`src/lxc_pkg.sv`:
```
// constants, types and timing for the two-channel bus transceiver control
package lxc_pkg;
    // clock and counter width
    localparam int L_CLK_PERIOD_NS = 4;
    localparam int L_CNT_W = 24;
    // transceiver mode field encodings
    localparam logic [1:0] L_MODE_OFF = 2'h0;
    localparam logic [1:0] L_MODE_WAKE = 2'h1;
    localparam logic [1:0] L_MODE_RXONLY = 2'h2;
    localparam logic [1:0] L_MODE_NORMAL = 2'h3;
    // wake filter window in microseconds, least and longest
    localparam int L_WAKE_FILT_MIN_US = 30;
    localparam int L_WAKE_FILT_MAX_US = 150;
    localparam int L_WAKE_FILT_CYC = (L_WAKE_FILT_MIN_US * 1000 + L_CLK_PERIOD_NS - 1) / L_CLK_PERIOD_NS;
    localparam int L_WAKE_FILT_MAX_CYC = (L_WAKE_FILT_MAX_US * 1000) / L_CLK_PERIOD_NS;
    // enabling time after entering normal mode
    localparam int L_EN_TIME_US = 10;
    localparam int L_EN_CYC = (L_EN_TIME_US * 1000 + L_CLK_PERIOD_NS - 1) / L_CLK_PERIOD_NS;
    // dominant timeouts for transmit input and bus
    localparam int L_TX_TO_US = 2000;
    localparam int L_TX_TO_CYC = (L_TX_TO_US * 1000 + L_CLK_PERIOD_NS - 1) / L_CLK_PERIOD_NS;
    localparam int L_BUS_TO_US = 2000;
    localparam int L_BUS_TO_CYC = (L_BUS_TO_US * 1000 + L_CLK_PERIOD_NS - 1) / L_CLK_PERIOD_NS;
    // configuration buffer depth
    localparam int L_CFG_DEPTH = 2;

    typedef enum logic [2:0] {
        LXC_SYS_INIT,
        LXC_SYS_NORMAL,
        LXC_SYS_STOP,
        LXC_SYS_SLEEP,
        LXC_SYS_RESTART,
        LXC_SYS_FAILSAFE
    } lxc_sys_t;

    typedef enum logic [1:0] {
        LXC_WK_WAIT_REC,
        LXC_WK_WAIT_DOM,
        LXC_WK_FILTER,
        LXC_WK_QUAL
    } lxc_wk_t;

    typedef struct packed {
        logic [1:0] mode_a;
        logic [1:0] mode_b;
        logic low_slope;
        logic flash;
    } lxc_cfg_t;

    localparam int L_CFG_W = $bits(lxc_cfg_t);
endpackage

```
`src/lxc_cfg_if.sv`:
```
// carrier between the control block and its configuration buffer
`timescale 1ns/10ps
`default_nettype none
interface lxc_cfg_if;
    logic push_valid;
    logic push_ready;
    lxc_pkg::lxc_cfg_t push_data;
    logic pop_valid;
    logic pop_ready;
    lxc_pkg::lxc_cfg_t pop_data;
    modport user (output push_valid, output push_data, output pop_ready,
                  input push_ready, input pop_valid, input pop_data);
    modport store (input push_valid, input push_data, input pop_ready,
                   output push_ready, output pop_valid, output pop_data);
endinterface
`default_nettype wire

```
`src/lxc_ctrl.sv`:
```
// mode, wake, timeout and slope control for two bus transceiver channels
//
// Operation
// - power-up in off mode, no bus activity
// - off mode ignores all bus wake patterns
// - normal mode selectable only in system normal/stop
// - normal mode: low transmit drives bus dominant
// - early low transmit suppressed until released, expired
// - receive output mirrors bus when reception active
// - receive-only: driver off, reception kept, normal/stop
// - wake mode programmable; forced in fail-safe
// - wake: falling edge, long dominant, rising fires
// - dominant 30 to 150 us qualifies wake; code has no upper limit, longer dominant also fires
// - after wake receive stays low until mode change or rearm
// - mode reads wake after wake; rewrite no rearm
// - rearm by mode toggle or stop/sleep/fail-safe
// - wake in normal/stop: interrupt, status, receive low
// - stop-mode wake enables watchdog if option set
// - wake in sleep/restart/fail-safe requests restart, no interrupt
// - transmit dominant timeout holds bus recessive, sets fault
// - bus dominant timeout sets fault, mode unchanged
// - bus undervoltage disables driver and receiver
// - normal slope default; low slope changes slew
// - low slope written in system normal, at select rise
// - flash bit written in system normal disables slope control at select rise
`timescale 1ns/10ps
`default_nettype none
module lxc_ctrl #(
    parameter int P_WAKE_FILT_CYC = lxc_pkg::L_WAKE_FILT_CYC,
    parameter int P_TX_TO_CYC = lxc_pkg::L_TX_TO_CYC,
    parameter int P_BUS_TO_CYC = lxc_pkg::L_BUS_TO_CYC
) (
    input wire logic i_ref_clk,
    input wire logic i_rst_b,
    input wire logic i_ce,
    input wire lxc_pkg::lxc_sys_t i_sys_mode,
    input wire logic i_wd_enabled,
    input wire logic i_watchdog_on_bus_wake,
    input wire logic i_bus_supply_ok,
    input wire logic i_serial_select_n,
    input wire logic i_cfg_valid,
    input wire lxc_pkg::lxc_cfg_t i_cfg_data,
    output logic o_cfg_ready,
    input wire logic [1:0] i_bus_tx_input,
    input wire logic [1:0] i_bus_level,
    input wire logic [1:0] i_fault_clear,
    input wire logic [1:0] i_wake_clear,
    output logic [1:0] o_bus_drive,
    output logic [1:0] o_bus_rx_out_pin,
    output logic [1:0] o_xcvr_a_mode_field,
    output logic [1:0] o_xcvr_b_mode_field,
    output logic o_xcvr_a_fault_flag,
    output logic o_xcvr_b_fault_flag,
    output logic [1:0] o_wake_source_status,
    output logic o_int_pulse,
    output logic o_restart_req,
    output logic o_wd_enable_req,
    output logic o_low_slope_select,
    output logic o_slope_ctrl_off
);
    localparam int CW = lxc_pkg::L_CNT_W;
    localparam logic [CW-1:0] L_WK_LIM = CW'(P_WAKE_FILT_CYC - 1);
    localparam logic [CW-1:0] L_EN_LIM = CW'(lxc_pkg::L_EN_CYC - 1);
    localparam logic [CW-1:0] L_TX_LIM = CW'(P_TX_TO_CYC);
    localparam logic [CW-1:0] L_BUS_LIM = CW'(P_BUS_TO_CYC);

    typedef struct packed {
        lxc_pkg::lxc_wk_t wk;
        logic [1:0] mode;
        logic woke;
        logic [CW-1:0] wk_cnt;
        logic [CW-1:0] en_cnt;
        logic [CW-1:0] tx_cnt;
        logic [CW-1:0] bus_cnt;
        logic en_done;
        logic tx_blocked;
        logic tx_to;
        logic fault;
        logic wake_stat;
        logic rx;
        logic drive;
    } lxc_chan_t;

    typedef struct packed {
        lxc_chan_t [1:0] ch;
        lxc_pkg::lxc_sys_t sys_prev;
        logic cs_prev;
        logic low_slope;
        logic flash;
        logic int_p;
        logic restart_p;
        logic wd_p;
    } lxc_state_t;

    lxc_state_t s;
    lxc_state_t next_s;
    lxc_chan_t c;
    logic cs_rise;
    logic pop;
    logic sys_chg;
    logic rearm;
    logic fire;
    logic dom;
    logic [1:0] req;

    lxc_cfg_if cfg ();

    lxc_cfg_fifo #(
        .W(lxc_pkg::L_CFG_W),
        .D(lxc_pkg::L_CFG_DEPTH)
    ) u_cfg_fifo (
        .i_ref_clk(i_ref_clk),
        .i_rst_b(i_rst_b),
        .i_ce(i_ce),
        .bus(cfg.store)
    );

    // a word is drained only by a select rise, so a busy writer stalls on o_cfg_ready
    assign cfg.push_valid = i_cfg_valid;
    assign cfg.push_data = i_cfg_data;
    assign o_cfg_ready = cfg.push_ready;
    assign cs_rise = i_serial_select_n & ~s.cs_prev;
    assign cfg.pop_ready = cs_rise;

    function automatic logic rx_active(input logic [1:0] mode);
        rx_active = (mode == lxc_pkg::L_MODE_NORMAL) || (mode == lxc_pkg::L_MODE_RXONLY);
    endfunction

    function automatic logic mode_allowed(input logic [1:0] mode, input lxc_pkg::lxc_sys_t sys);
        logic nrm_stp;
        nrm_stp = (sys == lxc_pkg::LXC_SYS_NORMAL) || (sys == lxc_pkg::LXC_SYS_STOP);
        if (mode == lxc_pkg::L_MODE_OFF) begin
            mode_allowed = 1'b1;
        end else if (mode == lxc_pkg::L_MODE_WAKE) begin
            mode_allowed = nrm_stp || (sys == lxc_pkg::LXC_SYS_SLEEP) || (sys == lxc_pkg::LXC_SYS_RESTART);
        end else begin
            mode_allowed = nrm_stp;
        end
    endfunction

    function automatic lxc_state_t rst_state();
        lxc_state_t r;
        r = '0;
        r.sys_prev = lxc_pkg::LXC_SYS_INIT;
        r.cs_prev = 1'b1;
        for (int k = 0; k < 2; k++) begin
            r.ch[k].mode = lxc_pkg::L_MODE_OFF;
            r.ch[k].wk = lxc_pkg::LXC_WK_WAIT_REC;
            r.ch[k].rx = 1'b1;
        end
        // normal slope after reset
        r.low_slope = 1'b0;
        return r;
    endfunction

    always_comb begin
        next_s = s;
        c = s.ch[0];
        fire = 1'b0;
        dom = 1'b0;
        req = '0;
        next_s.int_p = 1'b0;
        next_s.restart_p = 1'b0;
        next_s.wd_p = 1'b0;
        next_s.cs_prev = i_serial_select_n;
        next_s.sys_prev = i_sys_mode;
        pop = cs_rise & cfg.pop_valid;
        sys_chg = (i_sys_mode != s.sys_prev);
        rearm = sys_chg && ((i_sys_mode == lxc_pkg::LXC_SYS_STOP) || (i_sys_mode == lxc_pkg::LXC_SYS_SLEEP)
                || (i_sys_mode == lxc_pkg::LXC_SYS_FAILSAFE));
        if (pop && i_sys_mode == lxc_pkg::LXC_SYS_NORMAL) begin
            next_s.low_slope = cfg.pop_data.low_slope;
            next_s.flash = cfg.pop_data.flash;
        end
        // each channel keeps its own copy of mode, wake, counter and flag state; slope, flash and pulse state are shared
        for (int i = 0; i < 2; i++) begin
            c = s.ch[i];
            fire = 1'b0;
            dom = ~i_bus_level[i];
            req = (i == 0) ? cfg.pop_data.mode_a : cfg.pop_data.mode_b;
            // rewriting the current value changes nothing, so a woken channel stays woken
            if (pop && req != c.mode && mode_allowed(req, i_sys_mode)) begin
                c.mode = req;
                c.woke = 1'b0;
                c.wk = lxc_pkg::LXC_WK_WAIT_REC;
                c.en_cnt = '0;
                c.en_done = 1'b0;
                c.tx_blocked = 1'b0;
            end
            if (sys_chg && i_sys_mode == lxc_pkg::LXC_SYS_FAILSAFE) begin
                c.mode = lxc_pkg::L_MODE_WAKE;
            end
            if (rearm) begin
                c.woke = 1'b0;
                c.wk = lxc_pkg::LXC_WK_WAIT_REC;
            end
            // enabling time: a low transmit input seen early stays blocked until it releases
            if (c.mode == lxc_pkg::L_MODE_NORMAL && !c.en_done) begin
                if (c.en_cnt == L_EN_LIM) begin
                    c.en_done = 1'b1;
                end else begin
                    c.en_cnt = CW'(c.en_cnt + 1'b1);
                end
                if (!i_bus_tx_input[i]) begin
                    c.tx_blocked = 1'b1;
                end
            end else if (c.en_done && i_bus_tx_input[i]) begin
                c.tx_blocked = 1'b0;
            end
            // transmit dominant timeout, released when the input goes high
            if (c.mode == lxc_pkg::L_MODE_NORMAL && !i_bus_tx_input[i]) begin
                if (c.tx_cnt >= L_TX_LIM) begin
                    c.tx_to = 1'b1;
                end else begin
                    c.tx_cnt = CW'(c.tx_cnt + 1'b1);
                end
            end else begin
                c.tx_cnt = '0;
                c.tx_to = 1'b0;
            end
            // bus clamp detection leaves the mode as it is
            if (rx_active(c.mode) && i_bus_supply_ok && dom) begin
                if (c.bus_cnt < L_BUS_LIM) begin
                    c.bus_cnt = CW'(c.bus_cnt + 1'b1);
                end
            end else begin
                c.bus_cnt = '0;
            end
            // wake detector runs only while armed in wake mode; off mode never gets here
            if (c.mode == lxc_pkg::L_MODE_WAKE && !c.woke && i_bus_supply_ok) begin
                unique case (c.wk)
                    lxc_pkg::LXC_WK_WAIT_REC: begin
                        if (!dom) begin
                            c.wk = lxc_pkg::LXC_WK_WAIT_DOM;
                        end
                    end
                    lxc_pkg::LXC_WK_WAIT_DOM: begin
                        if (dom) begin
                            c.wk = lxc_pkg::LXC_WK_FILTER;
                            c.wk_cnt = '0;
                        end
                    end
                    lxc_pkg::LXC_WK_FILTER: begin
                        if (!dom) begin
                            c.wk = lxc_pkg::LXC_WK_WAIT_DOM;
                        end else if (c.wk_cnt == L_WK_LIM) begin
                            c.wk = lxc_pkg::LXC_WK_QUAL;
                        end else begin
                            c.wk_cnt = CW'(c.wk_cnt + 1'b1);
                        end
                    end
                    lxc_pkg::LXC_WK_QUAL: begin
                        if (!dom) begin
                            fire = 1'b1;
                            c.woke = 1'b1;
                            c.wk = lxc_pkg::LXC_WK_WAIT_REC;
                        end
                    end
                endcase
            end else if (c.mode != lxc_pkg::L_MODE_WAKE) begin
                c.wk = lxc_pkg::LXC_WK_WAIT_REC;
            end
            if (fire) begin
                if (i_sys_mode == lxc_pkg::LXC_SYS_NORMAL || i_sys_mode == lxc_pkg::LXC_SYS_STOP) begin
                    next_s.int_p = 1'b1;
                    if (i_sys_mode == lxc_pkg::LXC_SYS_STOP && !i_wd_enabled && i_watchdog_on_bus_wake) begin
                        next_s.wd_p = 1'b1;
                    end
                end else if (i_sys_mode == lxc_pkg::LXC_SYS_SLEEP || i_sys_mode == lxc_pkg::LXC_SYS_RESTART
                        || i_sys_mode == lxc_pkg::LXC_SYS_FAILSAFE) begin
                    next_s.restart_p = 1'b1;
                end
            end
            // sticky flags: a new event in the clearing cycle wins
            c.fault = (c.fault & ~i_fault_clear[i]) | c.tx_to | (c.bus_cnt == L_BUS_LIM);
            c.wake_stat = (c.wake_stat & ~i_wake_clear[i]) | fire;
            // undervoltage suspends both stages without touching the mode
            c.drive = i_bus_supply_ok && c.mode == lxc_pkg::L_MODE_NORMAL && c.en_done && !c.tx_blocked
                    && !c.tx_to && !i_bus_tx_input[i];
            if (!i_bus_supply_ok) begin
                c.rx = 1'b1;
            end else if (rx_active(c.mode)) begin
                c.rx = i_bus_level[i];
            end else if (c.mode == lxc_pkg::L_MODE_WAKE && c.woke) begin
                c.rx = 1'b0;
            end else begin
                c.rx = 1'b1;
            end
            next_s.ch[i] = c;
        end
    end

    always_ff @(posedge i_ref_clk) begin
        if (!i_rst_b) begin
            s <= rst_state();
        end else if (i_ce) begin
            s <= next_s;
        end
    end

    generate
        for (genvar g = 0; g < 2; g++) begin : g_ch
            assign o_bus_drive[g] = s.ch[g].drive;
            assign o_bus_rx_out_pin[g] = s.ch[g].rx;
            assign o_wake_source_status[g] = s.ch[g].wake_stat;
        end
    endgenerate

    assign o_xcvr_a_mode_field = s.ch[0].mode;
    assign o_xcvr_b_mode_field = s.ch[1].mode;
    assign o_xcvr_a_fault_flag = s.ch[0].fault;
    assign o_xcvr_b_fault_flag = s.ch[1].fault;
    assign o_int_pulse = s.int_p;
    assign o_restart_req = s.restart_p;
    assign o_wd_enable_req = s.wd_p;
    // slope selection only reshapes the analog slew; flash bypass wins over low slope
    assign o_low_slope_select = s.low_slope & ~s.flash;
    assign o_slope_ctrl_off = s.flash;
endmodule
`default_nettype wire

```
`src/lxc_cfg_fifo.sv`:
```
// small flop-based buffer holding configuration words until chip select ends
`timescale 1ns/10ps
`default_nettype none
module lxc_cfg_fifo #(
    parameter int W = lxc_pkg::L_CFG_W,
    parameter int D = lxc_pkg::L_CFG_DEPTH
) (
    input wire logic i_ref_clk,
    input wire logic i_rst_b,
    input wire logic i_ce,
    lxc_cfg_if.store bus
);
    localparam int PW = (D > 1) ? $clog2(D) : 1;
    localparam int CW = $clog2(D + 1);
    localparam logic [CW-1:0] L_FULL = CW'(D);
    localparam logic [PW-1:0] L_LAST = PW'(D - 1);

    typedef struct packed {
        logic [D-1:0][W-1:0] mem;
        logic [PW-1:0] wr;
        logic [PW-1:0] rd;
        logic [CW-1:0] cnt;
    } lxc_fifo_s_t;

    lxc_fifo_s_t s;
    lxc_fifo_s_t next_s;
    logic push;
    logic pop;

    assign bus.push_ready = (s.cnt != L_FULL);
    assign bus.pop_valid = (s.cnt != '0);
    assign bus.pop_data = s.mem[s.rd];

    always_comb begin
        next_s = s;
        push = bus.push_valid & bus.push_ready;
        pop = bus.pop_valid & bus.pop_ready;
        if (push) begin
            next_s.mem[s.wr] = bus.push_data;
            next_s.wr = (s.wr == L_LAST) ? '0 : PW'(s.wr + 1'b1);
        end
        if (pop) begin
            next_s.rd = (s.rd == L_LAST) ? '0 : PW'(s.rd + 1'b1);
        end
        // simultaneous push and pop leaves the fill level unchanged
        if (push && !pop) begin
            next_s.cnt = CW'(s.cnt + 1'b1);
        end else if (pop && !push) begin
            next_s.cnt = CW'(s.cnt - 1'b1);
        end
    end

    always_ff @(posedge i_ref_clk) begin
        if (!i_rst_b) begin
            s <= '0;
        end else if (i_ce) begin
            s <= next_s;
        end
    end
endmodule
`default_nettype wire

```
`config.mk`:
```
export PLATFORM = sky130hd
export DESIGN_NAME = lxc_ctrl
export DESIGN_NICKNAME = d
export VERILOG_FILES = /design/src/lxc_pkg.sv /design/src/lxc_cfg_if.sv /design/src/lxc_ctrl.sv /design/src/lxc_cfg_fifo.sv
export SDC_FILE = /design/constraint.sdc
export NUM_CORES = 1
export LEC_CHECK = 0
export ABC_AREA = 1
export BUFFER_PORTS_ARGS = -buffer_cell sky130_fd_sc_hd__clkbuf_2
export CORE_MARGIN = 3
export CORE_UTILIZATION = 50
export DETAILED_ROUTE_END_ITERATION = 16
export GPL_TIMING_DRIVEN = 0
export PLACE_DENSITY = 0.67
export SYNTH_ARGS = -nofsm -noshare
export SYNTH_HDL_FRONTEND = slang
export SYNTH_SLANG_ARGS = --single-unit
export TNS_END_PERCENT = 1
```
`constraint.sdc`:
```
create_clock -name i_ref_clk -period 4.8 [get_ports i_ref_clk]
set_input_delay 0 -clock i_ref_clk [delete_from_list [all_inputs] [get_ports i_ref_clk]]
set_output_delay 0 -clock i_ref_clk [all_outputs]
set_load 0.01 [all_outputs]
```
### Word-level counts from Yosys, hierarchy flattened

Cells that the tools add are included.

* flip-flop bits (word level): 241
* output and inout bits: 18
* logic and storage cells: 301
* input port bits: 25

* eq/ne operators: 39
* $lt $le $gt $ge: 7
* add/subtract/negate cells: 12
* bitwise operators: 22
* muxes and demuxes: 105
* reductions and logical operators: 76

Operators by type and width (count)
* $mux 24: 20
* $add 24x1->24 const B: 8
* $pmux 24 s2: 2
* $mux 25: 2
* $eq 24x12->1 const B: 2
* $eq 24x13->1 const B: 2
* $eq 24x19->1 const B: 2
* $ge 24x19->1 const B: 2
* $lt 24x19->1 const B: 2
* $mux 1: 48
* $mux 2: 22
* $logic_and 1x1->1: 38
* $mux 6: 3
* $ne 2x2->1 const B: 9
* $eq 2x2->1 const B: 8
* $pmux 2 s4: 2
* $logic_not 1->1: 13
* $bwmux 12: 1
* $eq 2x1->1 const B: 6
* $reduce_and 2->1: 6
* $reduce_and 6->1: 2
* $mux 5: 2
* $logic_or 1x1->1: 9
* $and 1x1->1: 8
* 17 further kinds: 42

### Depth between registers and ports, before layout

* depth in word-level cells: 17
* gate-level depth with buffers: 24
* mapped depth without buffers: 23

### Hierarchy

A second synthesis with hierarchy kept.

* cells, all modules: 2419
* area, all modules: 15282.2 um^2

By module, submodules not included
* lxc_ctrl: area an instance 14467.6 um^2, cells each 2295, instances 1, seq. area each 4504.3 um^2
* lxc_cfg_fifo: area an instance 814.5 um^2, cells each 124, instances 1, seq. area each 320.3 um^2

### Worst setup path before layout

OpenSTA, ideal clock, no wires.

* kind: register -> register
* from: reg u_cfg_fifo.s[2] (netlist name)
* to: reg s[178] (netlist name)
* setup slack: 2.126 ns
* library setup time: 0.132 ns
* period minus slack after synthesis: 2.674 ns
* data arrival time: 2.542 ns
* stages on the path, launching flop included: 23
* path buffers: 3
* required time: 4.668 ns
* cell sequence: dfxtp_1 -> buf_6 -> inv_4 -> nand2_2 -> nand2_2 -> nand3_1 -> nand2_1 -> nand2_4 -> inv_2 -> nor2_4 -> buf_2 -> nor2_1 -> ha_1 -> nand2_1 -> nor2_1 -> nand2_1 -> nor3_1 -> nor2_1 -> nor2b_1 -> buf_4 -> nand3_1 -> o21ai_0 -> nor3b_2

* longest elaborated chain between the ends: 11
* elaborated cells between the ends (all ways): 20
* those cells by class: add/sub (1); eq/ne (4); mux (10); reduce/logical (5)

Ends and longest elaborated chain
* from (decl): RTL line lxc_cfg_fifo.sv:25 `lxc_fifo_s_t s;`
* from (signal assigned): RTL line lxc_cfg_fifo.sv:57 `s <= next_s;`
* $mux 6 (implied by the code) (*) (2 in series): RTL line lxc_cfg_fifo.sv:32 `assign bus.pop_data = s.mem[s.rd];`
* branches (longest 8 deep; another with $add 24x1->24)
* $mux 24 (*): RTL line lxc_ctrl.sv:198 `if (c.mode == lxc_pkg::L_MODE_NORMAL && !c.en_done) begin`
* to (signal assigned): RTL line lxc_ctrl.sv:295 `s <= rst_state();`
* to (signal assigned): RTL line lxc_ctrl.sv:297 `s <= next_s;`
* to (decl): RTL line lxc_ctrl.sv:95 `lxc_state_t s;`

Mark *: on every way between the ends. The select of a mux whose other input is x is not followed.
A chain may end at the register's enable or synchronous reset.

### Final worst setup path

* from: reg u_cfg_fifo.s[2] (netlist name)
* to: reg s[192] (netlist name)

The elaborated chain is that of the path after synthesis.

==> metrics.md <==
| Metric | Value |
|---|---|
| Post-CTS sizing | `0` |
| Crit share post-route | `0.689` |
| Capturing point of the worst reg2reg path | `s[192]$_SDFFE_PN0P_` |
| Post-DP HPWL | `33900 um` |
| Reg2reg start | `u_cfg_fifo.s[2]$_SDFFE_PN0P_` |
| Synth-to-layout area growth | `13.0%` |
| Int Power | `between 0.003 and 0.004 W` |
| Via/cell ratio | `5.57` |
| Max-cap violation count | `0` |
| Die Y | `approximately 180 um` |
| Setup Buffers After CTS | `0` |
| Finished Layout Cells | `~2.8k` |
| Net Sw Frac | `0.246` |
| CP Data Required Time | `approximately 5.2 ns` |
| Final #Nets | `2455` |
| GP Congestion | `0.970` |
| Total track usage | `0.289` |
| Vias in the first global route | `approximately 15k` |
| Simple-Gate Fraction of Synth Area | `0.398` |
| Adder and majority gate portion of the synthesized area | `0.00926` |
| ANT nets after route | `0` |
| Die area | `0.0318 mm^2` |
| Starting Density | `0.512` |
| H-tree levels | `1` |
| Post-synth top area share | `0.324` |
| Critical Path Sink Type | `flip-flop` |
| Sequential cell area | `0.00482 mm^2` |
| Remaining DRCs | `0` |
| CTS buffer count | `29` |
| Via count | `15.7k` |
| Hold Crit Class | `primary input to flip-flop` |
| Hold-fix buffers at CTS | `20` |
| Worst Path Buf+Inv | `3` |
| Post-synth ARST share | `0` |
| Crit-path slowest cell | `dfxtp_1` |
| Synth Area in XOR/XNOR | `0.0512` |
| Diodes inserted | `0` |
| Number of distinct library cells after synthesis | `54` |
| Total wire length | `46500 um` |
| Sequential element share of the synthesized area | `0.324` |
| Largest net degree at the start of global routing | `14` |
| Antenna violations before repair | `0` |
| Gr ovfl total | `0` |
| Main combinational cell family by area after synthesis | `simple AND/OR/NAND/NOR gates` |
| Core area | `between 0.02 and 0.03 mm^2` |
| Slew Limit Fails | `0` |
| Post-Synthesis Cells | `2327` |
| RSZ-0062 raised after global routing | `no` |
| Most common cell on crit path | `nand2_1` |
| Fillers | `2916` |
| Cell area after synthesis | `0.0149 mm^2` |
| Combinational Power Share | `0.074` |
| Switch Pwr | `0.00119 W` |
| P_leak | `6.22 nW` |
| Clock Power Share | `0.500` |
| Post-synth top area cell | `dfxtp_1` |
| Share of layout cells above drive strength 1 | `0.0865` |
| WS Path Type | `flip-flop to flip-flop` |
| First-pass GRT wire length | `roughly 75000 um` |
| Seq pwr share | `0.426` |
| Worst-Skew Late Latency | `approximately 0.56 ns` |
| Worst Path Arrival | `3.74 ns` |
| Top FF cell, synth | `dfxtp_1` |
| Drt first-iter violations | `1702` |
| Max clock buf depth | `3` |
| Register bit total from synthesis | `241` |
| Max Freq | `about 300 MHz` |
| Drt wl/cell | `between 15 and 20 um` |
| Number of I/O port buffers | `41` |
| EDFF count, synth | `0` |
| Compound-cell area share of the yosys netlist | `0.122` |
| Clk_skew | `0.0149 ns` |
| Mux contribution to synthesized area | `0` |
| Delay-heaviest family, CP | `simple AND/OR/NAND/NOR gates` |
| Cell count of the worst hold path | `5` |
| P per Cell Area | `288 mW/mm^2` |
| Worst reg2reg setup slack | `about 1.5 ns` |
| Hold path start | `i_cfg_valid` |
| Area of the multi-input gates | `between 0.008 and 0.009 mm^2` |
| Critical path origin | `u_cfg_fifo.s[2]$_SDFFE_PN0P_` |
| Hold endpoint | `u_cfg_fifo.s[3]$_SDFFE_PN0P_` |
| CP Launch Type | `flip-flop` |
| Setup violators final | `0` |
| CP Cell Sequence | `buf_6 -> inv_4 -> nand2_1 -> nand2_1 -> nand2_1 -> nand2_1 -> nand2_2 -> nand2_2 -> nor2_4 -> buf_2 -> nor2_1 -> ha_1 -> nand2_1 -> nor2_1 -> nand2_1 -> nor3_1 -> nor2_1 -> nand3_4 -> nor2_2 -> nand3b_1 -> o21ai_0 -> nor2_1` |
| Slew @ Worst Pin | `1.02 ns` |
| Max incr delay on CP | `approximately 0.32 ns` |
| Synth Net Count | `2363` |
| Clock slew at reported path FFs | `0.06 ns` |
| CP Max Fanout | `10` |
| Boundary Pins | `43` |
| DRT Pass-1 Iters | `6` |
| Placed Instances | `2752` |
| Final Hold Vio Count | `0` |
| Synth warn | `0` |
| CTS tree | `done` |
| TNS Setup | `0 ns` |
| Clk sinks | `241` |
| Cell row count | `62` |
| Reg2reg path depth | `22` |
| Slew Limit Headroom | `0.319` |
| Average cell area after synthesis | `6.39 um^2` |
| Post-route minimum period | `3.31 ns` |
| Peak supply drop | `241 uV` |
| Status | `complete, no violations` |
| Clk root buf | `clkbuf_16` |
| Synth area leaders | `dfxtp_1 32%, nand2_1 14%, nor2_1 8.7%` |
| Width of the chip | `178 um` |
-- worst reg2reg max path, cell delays in order (launching register included) --
cell,delay (ns)
dfxtp_1,0.32
buf_6,0.14
inv_4,0.07
nand2_1,0.08
nand2_1,0.07
nand2_1,0.07
nand2_1,0.06
nand2_2,0.10
nand2_2,0.07
nor2_4,0.24
buf_2,0.31
nor2_1,0.08
ha_1,0.27
nand2_1,0.10
nor2_1,0.04
nand2_1,0.08
nor3_1,0.09
nor2_1,0.25
nand3_4,0.16
nor2_2,0.25
nand3b_1,0.14
o21ai_0,0.16
nor2_1,0.05
-- power by group through the flow --
| stage | registers (W) | logic [W] | clock network, W |
|---|---|---|---|
| floorplan | 0.00209 | 0.000219 | 0 |
| global placement | 0.00210 | 0.000334 | 0 |
| detailed placement | 0.00210 | 0.000339 | 0 |
| CTS | 0.00205 | 0.000352 | 0.00244 |
| global route | 0.00206 | 0.000390 | 0.00251 |
| finish | 0.00206 | 0.000358 | 0.00242 |
-- final cells by class --
cell class / instances / share of cell area
plain buffers: 93 / 0.0285
clock buffers: 36 / 0.0483
clock inverters: 15 / 0.0139
inverters: 246 / 0.0551
multi-input cells: 1747 / 0.514
flip-flops and latches: 241 / 0.287
well taps: 384 / 0.0286
repair buffers: 61 / 0.0241
-- how the worst max path moves through the flow --
| stage | end | depth (start not counted) | slack (ns) |
|---|---|---|---|
| 2_1_floorplan | s[178]$_SDFFE_PN0P_ | 22 | 2.13 |
| 3_3_place_gp | s[192]$_SDFFE_PN0P_ | 22 | 1.61 |
| 3_5_place_dp | s[192]$_SDFFE_PN0P_ | 22 | 1.61 |
| 4_1_cts | s[178]$_SDFFE_PN0P_ | 22 | 1.57 |
| 5_1_grt | s[186]$_SDFFE_PN0P_ | 22 | 1.17 |
| 6_report | s[192]$_SDFFE_PN0P_ | 22 | 1.49 |
-- flip-flops by register name (all words and copies together) (netlist names) --
signal / cells
o_bus_rx_out_pin: 2
o_xcvr_a_mode_field: 2
s: 209
o_wake_source_status: 2
o_xcvr_b_fault_flag: 1
o_slope_ctrl_off: 1
o_xcvr_b_mode_field: 2
o_bus_drive: 2
o_wd_enable_req: 1
o_xcvr_a_fault_flag: 1
u_cfg_fifo.s: 16
o_restart_req: 1
o_int_pulse: 1
-- cells in the mapped netlist, types with 8 or more instances --
library cell / count
dfxtp_1: 241
xnor2_1: 23
nor3_1: 86
inv_2: 16
ha_1: 11
buf_1: 9
inv_1: 229
nand3b_1: 14
nand2_1: 537
a21oi_1: 173
nand4_1: 70
buf_4: 17
o21ai_0: 93
xor2_1: 64
nor2_1: 343
clkbuf_1: 44
nand2_2: 18
nor2_2: 11
a211oi_1: 23
buf_2: 17
nor4_1: 24
nand3_1: 172
a31oi_1: 8
-- layout by cell type, fill, tap and decap left out, drive strengths merged, types with 2 or more instances in the layout --
master and instances:
a2111oi 3, a211oi 23, a21boi 3, a21oi 174, a22oi 4, a31oi 8, and2 2, and3 3
buf 49, bufinv 6, clkbuf 121, clkinv 7, clkinvlp 2, dfxtp 241, dlygate4sd3 20, ha 11
inv 246, nand2 558, nand3 180, nand3b 14, nand4 70, nor2 364, nor3 91, nor3b 3
nor4 24, o211ai 7, o21a 2, o21ai 101, o21bai 2, or2 6, xnor2 23, xor2 64
-- layer usage --
| metal | vias to the layer above | track usage | share of wire |
|---|---|---|---|
| met3 | 91 | 0.0330 | 0.070 |
| met5 | - | 0 | 0 |
| li1 | 7813 | - | - |
| met1 | 7253 | 0.407 | 0.46 |
| met4 | 0 | 0.0802 | 0.028 |
| met2 | 576 | 0.468 | 0.44 |
-- through the flow --
| step | setup slack (ns) | power [W] | instance area, um^2 | util | hold WS (ns) |
|---|---|---|---|---|---|
| after global routing | 1.17 | 0.00496 | 16800 | 0.579 | 0.0823 |
| after CTS | 1.57 | 0.00485 | 16800 | 0.579 | 0.00627 |
| final | 1.49 | 0.00483 | 16800 | 0.579 | 0.0291 |
| after global placement | 1.61 | 0.00243 | 15600 | 0.536 | 0.249 |
| after floorplan | 2.13 | 0.00231 | 14900 | - | 0.135 |
| after detailed placement | 1.61 | 0.00244 | 15600 | 0.536 | 0.259 |
-- logic make-up after synthesis --
kind of cell             count (synthesis)
AO/OA/AOI/OAI                          332
XOR/XNOR                                87
adder cells (fa/ha/maj)                 11
buffers and inverters                  339
flip-flops                             241
AND/OR/NAND/NOR                       1317
(Power assumes the default switching activity.)
